`src/pmt_defs.vh`:
```
`ifndef PMT_DEFS_VH
`define PMT_DEFS_VH
// What this block does
// RULE1: Up to three identical timers, each with own count, period, control.
// RULE2: Timer clock is the instruction clock, oscillator divided by four.
// RULE3: Count starts at zero and adds one per prescaler output tick.
// RULE4: Prescale field 00,01,10,11 divides by 1, 4, 16, 64.
// RULE5: Count compared with period every cycle; equality gives match output.
// RULE6: Match clears count next cycle and advances the postscaler by one.
// RULE7: Count and period registers readable and writable at any time.
// RULE8: Reset clears count and sets period to all ones.
// RULE9: Count or control write, and any reset, clear prescaler and postscaler.
// RULE10: Four-bit postscaler counts matches; at ratio sets latched match flag.
// RULE11: Interrupt request raised only while the match enable bit is set.
// RULE12: Postscale field bits 6..3 selects ratio of field plus one.
// RULE13: Control bit 2 turns the timer on when set.
// RULE14: Control bit 7 unimplemented, reads zero.
// RULE15: Unscaled match pulse goes out as the PWM time base.
// RULE16: Only the first timer may supply the serial port shift clock.
// RULE17: Timer stops in sleep; count and period keep their values.
// RULE18: With timer off the count holds; no matches or postscaler updates.
// RULE19: Match flag stays set until software clears it; new event sets it.

`define PMT_N_TIMERS      3
`define PMT_BLK_STRIDE    8'h10
`define PMT_OFF_CONTROL   4'h0
`define PMT_OFF_COUNT     4'h4
`define PMT_OFF_PERIOD    4'h8
`define PMT_OFF_IRQ_FLAG  8'h30
`define PMT_OFF_IRQ_EN    8'h34
`define PMT_CTRL_MASK     8'h7F
`define PMT_CTRL_ON_BIT   2
`define PMT_COUNT_RST     8'h00
`define PMT_PERIOD_RST    8'hFF
`define PMT_CTRL_RST      8'h00
`define PMT_PRE_DIV1      2'h0
`define PMT_PRE_DIV4      2'h1
`define PMT_PRE_DIV16     2'h2
`define PMT_RESP_OKAY     2'h0
`define PMT_RESP_SLVERR   2'h2
`endif

```
`src/pmt_top.v`:
```
// Decided for this implementation: the AXI4-Lite interface to the registers and the register addresses.
`timescale 1ns/1ps
`include "pmt_defs.vh"

module pmt_timer (
  input  wire       aclk,
  input  wire       aresetn,
  input  wire       sleep,
  input  wire [7:0] control,
  input  wire       wr_count,
  input  wire       wr_control,
  input  wire [7:0] wdata,
  input  wire       wr_period,
  output wire [7:0] count,
  output wire [7:0] period,
  output wire       match_pulse,
  output wire       post_event
);
  reg  [7:0] count_r;
  reg  [7:0] count_nxt;
  reg  [7:0] period_r;
  reg  [5:0] pre_r;
  reg  [5:0] pre_nxt;
  reg  [3:0] post_r;
  reg  [3:0] post_nxt;
  reg        clr_pend_r;
  reg        clr_pend_nxt;
  reg        match_r;
  reg        post_evt_r;
  wire       run;
  wire       tick;
  wire       match;
  reg        pre_done;
  wire       post_wrap;

  assign run = control[`PMT_CTRL_ON_BIT] & ~sleep; // see RULE13 see RULE17 see RULE18
  // Pending clear masks the stale count, so one match is seen per period
  assign match = run & ~clr_pend_r & (count_r == period_r); // see RULE5
  assign post_wrap = (post_r == control[6:3]); // see RULE12

  always @* begin
    case (control[1:0]) // see RULE4
      `PMT_PRE_DIV1:  pre_done = 1'b1;
      `PMT_PRE_DIV4:  pre_done = (pre_r[1:0] == 2'h3);
      `PMT_PRE_DIV16: pre_done = (pre_r[3:0] == 4'hF);
      default:        pre_done = (pre_r == 6'h3F);
    endcase
  end
  assign tick = run & pre_done;

  always @* begin
    count_nxt    = count_r;
    pre_nxt      = pre_r;
    post_nxt     = post_r;
    clr_pend_nxt = 1'b0;
    if (run) begin
      pre_nxt = pre_done ? 6'h00 : pre_r + 6'h01; // see RULE3
      if (match) begin
        clr_pend_nxt = 1'b1; // see RULE6
        post_nxt = post_wrap ? 4'h0 : post_r + 4'h1; // see RULE10 see RULE12
      end
      if (clr_pend_r) begin
        count_nxt = `PMT_COUNT_RST; // see RULE6
      end else if (tick && !match) begin
        count_nxt = count_r + 8'h01; // see RULE3
      end
    end
    if (wr_count) begin
      count_nxt    = wdata; // see RULE7
      clr_pend_nxt = 1'b0;
    end
    if (wr_count || wr_control) begin
      pre_nxt  = 6'h00; // see RULE9
      post_nxt = 4'h0;
    end
  end

  always @(posedge aclk) begin
    if (!aresetn) begin
      count_r    <= `PMT_COUNT_RST; // see RULE8
      period_r   <= `PMT_PERIOD_RST;
      pre_r      <= 6'h00; // see RULE9
      post_r     <= 4'h0;
      clr_pend_r <= 1'b0;
      match_r    <= 1'b0;
      post_evt_r <= 1'b0;
    end else begin
      count_r    <= count_nxt;
      pre_r      <= pre_nxt;
      post_r     <= post_nxt;
      clr_pend_r <= clr_pend_nxt;
      match_r    <= match; // see RULE15
      post_evt_r <= match && post_wrap && !wr_count && !wr_control; // see RULE10
      if (wr_period) begin
        period_r <= wdata; // see RULE7
      end
    end
  end

  assign count       = count_r;
  assign period      = period_r;
  assign match_pulse = match_r;
  assign post_event  = post_evt_r;
endmodule // pmt_timer

module pmt_top #(
  parameter N_TIMERS = `PMT_N_TIMERS
) (
  input  wire                aclk,
  input  wire                aresetn,
  input  wire                sleep,
  input  wire [7:0]          s_axi_awaddr,
  input  wire [2:0]          s_axi_awprot,
  input  wire                s_axi_awvalid,
  output wire                s_axi_awready,
  input  wire [31:0]         s_axi_wdata,
  input  wire [3:0]          s_axi_wstrb,
  input  wire                s_axi_wvalid,
  output wire                s_axi_wready,
  output wire [1:0]          s_axi_bresp,
  output wire                s_axi_bvalid,
  input  wire                s_axi_bready,
  input  wire [7:0]          s_axi_araddr,
  input  wire [2:0]          s_axi_arprot,
  input  wire                s_axi_arvalid,
  output wire                s_axi_arready,
  output wire [31:0]         s_axi_rdata,
  output wire [1:0]          s_axi_rresp,
  output wire                s_axi_rvalid,
  input  wire                s_axi_rready,
  output wire [N_TIMERS-1:0] pwm_time_base,
  output wire                serial_shift_clk,
  output wire                irq
);
  reg  [7:0]          awaddr_r;
  reg                 aw_full_r;
  reg  [31:0]         wdata_r;
  reg                 wlane_r;
  reg                 w_full_r;
  reg                 bvalid_r;
  reg  [1:0]          bresp_r;
  reg                 rvalid_r;
  reg  [31:0]         rdata_r;
  reg  [1:0]          rresp_r;
  reg  [7:0]          ctrl_r [0:N_TIMERS-1];
  reg  [N_TIMERS-1:0] flag_r;
  reg  [N_TIMERS-1:0] en_r;
  reg                 irq_r;
  reg                 shift_r;
  reg                 awready_r;
  reg                 wready_r;
  reg                 arready_r;
  wire                aw_take;
  wire                w_take;
  wire                ar_take;
  wire                aw_nxt;
  wire                w_nxt;
  wire                rv_nxt;
  wire                wr_ok;
  wire                do_wr;
  wire [7:0]          wb;
  wire [7:0]          cnt_w [0:N_TIMERS-1];
  wire [7:0]          per_w [0:N_TIMERS-1];
  wire [N_TIMERS-1:0] match_w;
  wire [N_TIMERS-1:0] post_w;
  wire [N_TIMERS-1:0] flag_nxt;
  reg  [31:0]         rd_nxt;
  reg                 rd_ok;
  integer             k;
  genvar              g;

  assign do_wr = aw_full_r & w_full_r & ~bvalid_r;
  assign wb    = wdata_r[7:0];

  generate
    for (g = 0; g < N_TIMERS; g = g + 1) begin : g_tmr // see RULE1 see RULE2
      localparam [3:0] TMR_IDX = g;
      wire sel = do_wr && wlane_r && (awaddr_r[7:4] == TMR_IDX);
      always @(posedge aclk) begin
        if (!aresetn) begin
          ctrl_r[g] <= `PMT_CTRL_RST;
        end else if (sel && awaddr_r[3:0] == `PMT_OFF_CONTROL) begin
          ctrl_r[g] <= wb & `PMT_CTRL_MASK; // see RULE14
        end
      end
      pmt_timer u_tmr (
        .aclk        (aclk),
        .aresetn     (aresetn),
        .sleep       (sleep),
        .control     (ctrl_r[g]),
        .wr_count    (sel && awaddr_r[3:0] == `PMT_OFF_COUNT),
        .wr_control  (sel && awaddr_r[3:0] == `PMT_OFF_CONTROL),
        .wdata       (wb),
        .wr_period   (sel && awaddr_r[3:0] == `PMT_OFF_PERIOD),
        .count       (cnt_w[g]),
        .period      (per_w[g]),
        .match_pulse (match_w[g]),
        .post_event  (post_w[g])
      );
      // Set beats the write-one clear
      assign flag_nxt[g] = post_w[g] | (flag_r[g] & ~(do_wr && wlane_r && // see RULE19
                           awaddr_r == `PMT_OFF_IRQ_FLAG && wb[g]));
    end
  endgenerate

  always @* begin
    rd_nxt = 32'h0000_0000;
    rd_ok  = 1'b1;
    if (s_axi_araddr == `PMT_OFF_IRQ_FLAG) begin
      rd_nxt[N_TIMERS-1:0] = flag_r;
    end else if (s_axi_araddr == `PMT_OFF_IRQ_EN) begin
      rd_nxt[N_TIMERS-1:0] = en_r;
    end else begin
      rd_ok = 1'b0;
      for (k = 0; k < N_TIMERS; k = k + 1) begin
        if (s_axi_araddr[7:4] == k[3:0]) begin
          case (s_axi_araddr[3:0])
            `PMT_OFF_CONTROL: begin
              rd_nxt[7:0] = ctrl_r[k];
              rd_ok = 1'b1;
            end
            `PMT_OFF_COUNT: begin
              rd_nxt[7:0] = cnt_w[k]; // see RULE7
              rd_ok = 1'b1;
            end
            `PMT_OFF_PERIOD: begin
              rd_nxt[7:0] = per_w[k];
              rd_ok = 1'b1;
            end
            default: rd_ok = 1'b0;
          endcase
        end
      end
    end
  end

  assign wr_ok = (awaddr_r == `PMT_OFF_IRQ_FLAG) || (awaddr_r == `PMT_OFF_IRQ_EN) ||
                 ((awaddr_r[7:4] < N_TIMERS) && ((awaddr_r[3:0] == `PMT_OFF_CONTROL) ||
                  (awaddr_r[3:0] == `PMT_OFF_COUNT) || (awaddr_r[3:0] == `PMT_OFF_PERIOD)));

  // Readies are registered so that every bus output leaves a flop
  assign aw_take = s_axi_awvalid & awready_r;
  assign w_take  = s_axi_wvalid & wready_r;
  assign ar_take = s_axi_arvalid & arready_r;
  assign aw_nxt  = do_wr ? 1'b0 : (aw_full_r | aw_take);
  assign w_nxt   = do_wr ? 1'b0 : (w_full_r | w_take);
  assign rv_nxt  = ar_take ? 1'b1 : (rvalid_r & ~s_axi_rready);

  always @(posedge aclk) begin
    if (!aresetn) begin
      awaddr_r  <= 8'h00;
      aw_full_r <= 1'b0;
      awready_r <= 1'b0;
    end else begin
      if (aw_take) begin
        awaddr_r <= s_axi_awaddr;
      end
      aw_full_r <= aw_nxt;
      awready_r <= ~aw_nxt;
    end
  end

  always @(posedge aclk) begin
    if (!aresetn) begin
      wdata_r  <= 32'h0000_0000;
      wlane_r  <= 1'b0;
      w_full_r <= 1'b0;
      wready_r <= 1'b0;
    end else begin
      if (w_take) begin
        wdata_r <= s_axi_wdata;
        wlane_r <= s_axi_wstrb[0];
      end
      w_full_r <= w_nxt;
      wready_r <= ~w_nxt;
    end
  end

  // A pending response holds the write engine off until it is taken
  always @(posedge aclk) begin
    if (!aresetn) begin
      bvalid_r <= 1'b0;
      bresp_r  <= `PMT_RESP_OKAY;
    end else begin
      if (do_wr) begin
        bvalid_r <= 1'b1;
        bresp_r  <= wr_ok ? `PMT_RESP_OKAY : `PMT_RESP_SLVERR;
      end else if (bvalid_r && s_axi_bready) begin
        bvalid_r <= 1'b0;
      end
    end
  end

  always @(posedge aclk) begin
    if (!aresetn) begin
      en_r <= {N_TIMERS{1'b0}};
    end else if (do_wr && wlane_r && awaddr_r == `PMT_OFF_IRQ_EN) begin
      en_r <= wb[N_TIMERS-1:0]; // see RULE11
    end
  end

  // Read data is captured at the address handshake and held
  always @(posedge aclk) begin
    if (!aresetn) begin
      rvalid_r  <= 1'b0;
      arready_r <= 1'b0;
      rdata_r   <= 32'h0000_0000;
      rresp_r   <= `PMT_RESP_OKAY;
    end else begin
      if (ar_take) begin
        rdata_r <= rd_nxt;
        rresp_r <= rd_ok ? `PMT_RESP_OKAY : `PMT_RESP_SLVERR;
      end
      rvalid_r  <= rv_nxt;
      arready_r <= ~rv_nxt;
    end
  end

  always @(posedge aclk) begin
    if (!aresetn) begin
      flag_r  <= {N_TIMERS{1'b0}};
      irq_r   <= 1'b0;
      shift_r <= 1'b0;
    end else begin
      flag_r  <= flag_nxt; // see RULE10
      irq_r   <= |(flag_nxt & en_r); // see RULE11
      // Toggle per match halves the rate, as a shift clock should
      shift_r <= shift_r ^ match_w[0]; // see RULE16
    end
  end

  assign s_axi_awready    = awready_r;
  assign s_axi_wready     = wready_r;
  assign s_axi_bvalid     = bvalid_r;
  assign s_axi_bresp      = bresp_r;
  assign s_axi_arready    = arready_r;
  assign s_axi_rvalid     = rvalid_r;
  assign s_axi_rdata      = rdata_r;
  assign s_axi_rresp      = rresp_r;
  assign pwm_time_base    = match_w; // see RULE15
  assign serial_shift_clk = shift_r;
  assign irq              = irq_r;
endmodule // pmt_top

```
`config.mk`:
```
export PLATFORM = sky130hd
export DESIGN_NAME = pmt_top
export DESIGN_NICKNAME = d
export VERILOG_FILES = /design/src/pmt_top.v
export VERILOG_INCLUDE_DIRS = /design/src /design/src/src
export SDC_FILE = /design/constraint.sdc
export NUM_CORES = 1
export LEC_CHECK = 0
export CAP_MARGIN = 40
export CORE_MARGIN = 10
export CORE_UTILIZATION = 58
export CTS_CLUSTER_DIAMETER = 40
export DETAILED_ROUTE_END_ITERATION = 12
export DONT_BUFFER_PORTS = 1
export HOLD_SLACK_MARGIN = 0.1
export PLACE_DENSITY = 0.76
export SYNTH_ARGS = -nofsm -noshare
export SYNTH_HDL_FRONTEND = slang
export SYNTH_SLANG_ARGS = --single-unit
```
`constraint.sdc`:
```
create_clock -name aclk -period 2.25 [get_ports aclk]
set_input_delay 0.45 -clock aclk [delete_from_list [all_inputs] [get_ports aclk]]
set_output_delay 0.45 -clock aclk [all_outputs]
set_load 0.01 [all_outputs]
```
### Yosys cells after proc, flatten, opt, wreduce, memory -nomap -nowiden

Memory sizes are Yosys's and may differ from the RTL's.
Cells that the tools add are included.

| operators by class | value |
|---|---|
| add/subtract/negate cells | 9 |
| order comparisons | 1 |
| eq/ne operators | 33 |
| mux-type cells | 60 |
| bitwise gates (word level) | 47 |
| reduce and logical (&&, ||, !) cells | 76 |

Operators with widths:

| cell | count |
|---|---|
| 2-to-1 mux 8 bit | 15 |
| case mux 8 bit (3 select lines) | 3 |
| equality test 8 x 6 -> 1 bit (second input constant) | 4 |
| logical AND 1 bit | 32 |
| adder 8 x 1 -> 8 bit (second input constant) | 3 |
| equality test 8 bit | 3 |
| 2-to-1 mux 1 bit | 24 |
| AND 1 bit | 21 |
| 2-to-1 mux 7 bit | 3 |
| equality test 4 bit (second input constant) | 5 |
| adder 6 x 1 -> 6 bit (second input constant) | 3 |
| equality test 6 bit (second input constant) | 3 |
| 2-to-1 mux 6 bit | 3 |
| logical NOT 4 bit | 4 |
| inverter 1 bit | 16 |
| OR reduction 3 bit | 5 |
| adder 4 x 1 -> 4 bit (second input constant) | 3 |
| equality test 2 bit (second input constant) | 6 |
| equality test 4 bit | 3 |
| 2-to-1 mux 4 bit | 3 |
| AND reduction 2 bit | 6 |
| 2-to-1 mux 5 bit | 2 |
| logical NOT 1 bit | 9 |
| case mux 1 bit (3 select lines) | 3 |
| other kinds (15) | 44 |

| word-level totals | value |
|---|---|
| register bits | 131 |
| bits in writable memories | 21 |
| bits of input ports | 66 |
| output and inout bits | 46 |
| logic and storage cells | 265 |
| memories | 1 |

Memories:

| memory | words | bits a word | rd ports | clocked after Yosys merged registers in | write ports | RTL line | RTL |
|---|---|---|---|---|---|---|---|
| ctrl_r | 3 | 7 | 3 | 0 | 3 | pmt_top.v:145 | `reg [7:0] ctrl_r [0:N_TIMERS-1];` |

### Depth between registers and ports, before layout

| depth | value |
|---|---|
| word-level depth | 10 |
| gate-level depth with buffers | 9 |

### Hierarchy

From an unflattened synthesis, not the netlist that was laid out.

| unflattened totals | value |
|---|---|
| cell total of the unflattened synthesis | 934 |
| area total of the unflattened synthesis | 8136.6 um2 |

Modules (own cells, without submodules):

| module | instances | cells each | area each (um2) | seq. area each (um2) |
|---|---|---|---|---|
| pmt_timer | 3 | 182 | 1574.0 | 580.6 |
| pmt_top | 1 | 388 | 3414.5 | 1471.4 |

### Worst setup path before layout

No wires, ideal clock.

| timing | value |
|---|---|
| path type | register -> register |
| start point | register awaddr_r[7] |
| end point | memory ctrl_r[0][0] in the netlist's numbering (enable) |
| library setup time | 383 ps |
| arrival | 1991 ps |
| data required time | 1867 ps |
| slack | -125 ps |
| stages on the path, launching flop included | 6 |
| path buffers | 1 |
| clock period less this slack | 2375 ps |
| path through | dfxtp_1 -> nor4_2 -> nand2_1 -> or3_1 -> clkbuf_1 -> o31ai_1 |

RTL lines:

| item | RTL line | RTL |
|---|---|---|
| start: declaration | pmt_top.v:135 | `reg [7:0] awaddr_r;` |
| start signal: assignment | pmt_top.v:256 | `awaddr_r <= s_axi_awaddr;` |
| end: declaration | pmt_top.v:145 |  |

==> metrics.txt <==
CTS clock-pin slew for the worst setup and hold paths=~0.06 ns; CTS tree=done; Yosys cell types=71; Synth Cell Area=between 0.007 and 0.008 mm^2; Post-Place Cells=about 1100; # diodes=0; Starting Density=59.63%; Pre-antenna DRT Iters=6; layout cells sized above 1=between 10% and 20%; arrival time worst endpoint=~2.3 ns; Post-CTS Setup Inserts=0; Crit Path Category=reg -> reg; Initial DRC Count=770; Core Region=around 0.013 mm^2; Yosys top cell area share=approximately a third; wire per inst=18.76 um; status=finished clean; flops & latches, synth=150; worst-margin pin slew=approximately 0.63 ns; Hold-fix buffers, CTS=2; total CTS buffers=17; worst endpoint required time=between 2 and 2.5 ns; clk_lat worst skew=between 0.4 and 0.5 ns; Antenna Nets Post-Route=0; cells after synthesis=a little over 900; number of global-route vias before repair=approximately 6300; maxcap violations=0; fin crit period=2.173 ns; EDFF count, synth=21; Detailed Place HPWL=~16 mm; initial antenna violation count=0; final setup vio count=0; fin nets=1013; kind of start point of the critical path=flip-flop; Clock Skews=0.009283 ns; Power Dens Cells=roughly 660 mW/mm^2; via count=6766; Ys Warns=0; main flop type after synthesis=dfxtp_1; Congestion Overflow GR=0; Fillers=between 1000 and 1500; Worst Hold Class=in -> reg; RSZ-0062 raised after global routing=no; first-pass GRT wire length=between 30 and 40 mm; Overall Global Routing Usage=a little under a quarter; CP endpoint kind=flip-flop; Sequential Power Share=49.3%; final wirelength=roughly 21 mm; Slew Limit Fails=0; htree depth=4; commonest non-fill, non-tap cells in the layout=129 x dfxtp_1, 110 x nand2_1, 67 x nor2_1; crit share post-route=96.56%; internal power=approximately 4300 uW; Finished Layout Cells=1127; Die X=between 100 and 150 um; Seq/Total Area, Yosys=between 40% and 50%; I/O pin count=112; post-CTS sizing=0; relative slew slack=between 50% and 60%; # rows=42; Psw=1446 uW; DR vias/cell=about 6.0; Async SR Flop Fraction=0%; Comb power frac=roughly 7%; Sw Ratio=25.07%; Leak=approximately 0.0033 uW; commonest non-fill, non-tap cell in the layout=dfxtp_1; GPL Wtd Cong=a little over 0.9; maximum number of pins on one net before global-route repair=41; Fin Setup TNS=0 ns; Die H=roughly 140 um; final hold vios=0; worst-path maximum fanout=10; mean post-synth cell area=around 8.6 um^2; Max IR drop VDD=559.0 uV; cell types occupying the most area after synthesis=dfxtp_1 33%, edfxtp_1 8.0%, xnor2_1 5.4%; fmax=roughly 460 MHz; Port Buf Inserts=0; clock group share of total power=a little over two fifths; die area=approximately 0.019 mm^2; Synth area leader=dfxtp_1; DRC=0; Area growth syn-to-layout=9.470%; Root Driver=clkbuf_16; Bufs on Longest Clock Path=2; number of clock sinks=150
==> path summary, 6_finish.rpt <==
| kind | startpoint | endpoint | slack, ns | depth (start not counted) |
|---|---|---|---|---|
| setup / recovery | awaddr_r[7]$_SDFFE_PN0P_ | ctrl_r[0][6]$_SDFFCE_PN0P_ | 0.08 | 5 |
| hold reg to reg | en_r[2]$_SDFFE_PN0P_ | irq$_SDFF_PN0_ | 0.46 | 2 |
| setup reg to reg | awaddr_r[7]$_SDFFE_PN0P_ | ctrl_r[0][6]$_SDFFCE_PN0P_ | 0.08 | 5 |
| hold / removal | aresetn | g_tmr[2].u_tmr.period[7]$_SDFFE_PN1P_ | 0.12 | 1 |
==> cells in the mapped netlist (all sizes together), types with 18 or more instances <==
cell type  number
nor3           34
o21ai          44
nand2         110
xor2           26
and2           20
nor2           69
xnor2          49
buf            38
clkbuf         50
nand3          54
mux2i          28
inv            18
dfxtp         129
a21oi          66
edfxtp         21
==> power by group through the flow <==
stage,sequential [uW],combinational [uW],clock [uW]
after detailed placement,2900,388,0
after global routing,2850,441,2670
after CTS,2840,397,2550
final,2850,405,2520
after floorplan,2870,353,0
after global placement,2900,381,0
==> per-layer routing <==
metal	share of wire, %	vias to the layer above	track usage (%)	wire length (um)
li1	-	3223	-	-
met1	43	3166	30.41	9169
met2	45	330	34.47	9420
met3	9.8	47	6.708	2076
met4	2.3	0	7.728	478
met5	0	-	0	0
==> cell families after synthesis <==
group,count (synthesis),synth area share [%]
compound gates,191,15.39
xor+xnor,75,8.286
fa+ha+maj,9,1.420
buf+inv,107,7.434
flops,150,40.53
mux,32,4.104
other cells,1,0.04730
simple gates,360,22.79
==> per-stage QoR <==
stage / area [um^2] / power, uW / setup WS [ns] / hold WS [ns] / utilization (%)
after floorplan: 8026 / 3224 / 0.08117 / 0.4242 / -
after global placement: 8142 / 3282 / 0.1945 / 0.4556 / 61.24
after detailed placement: 8142 / 3291 / 0.1252 / 0.4514 / 61.24
after CTS: 8678 / 5790 / 0.08798 / 0.1014 / 65.27
after global routing: 8678 / 5961 / 0.01563 / 0.1042 / 65.27
final: 8678 / 5769 / 0.07741 / 0.1186 / 65.27
==> state kept, by name, summed over array words and instances, names as in the netlist, 8 cells and up <==
name	count
s_axi_rdata	8
g_tmr.u_tmr.period	24
ctrl_r	21
awaddr_r	8
g_tmr.u_tmr.pre_r	18
g_tmr.u_tmr.post_r	12
wdata_r	8
g_tmr.u_tmr.count	24
==> critical path, stage by stage, from the launching register on <==
cell and delay, ns:
dfxtp_1 0.33, nor4_2 0.37, nand2_1 0.18, or3_1 0.57, o31ai_2 0.24, buf_4 0.20
==> final cells by class <==
type	count	area (um^2)	area share [%]
clock inverters	13	83.83	0.9660
flip-flops and latches	150	3213	37.02
repair buffers	57	432.9	4.988
well taps	176	220.2	2.537
multi-input cells	693	4224	48.67
clock buffers	19	432.9	4.988
inverters	19	71.32	0.8218
No activity file was read; power rests on OpenSTA's default activity.
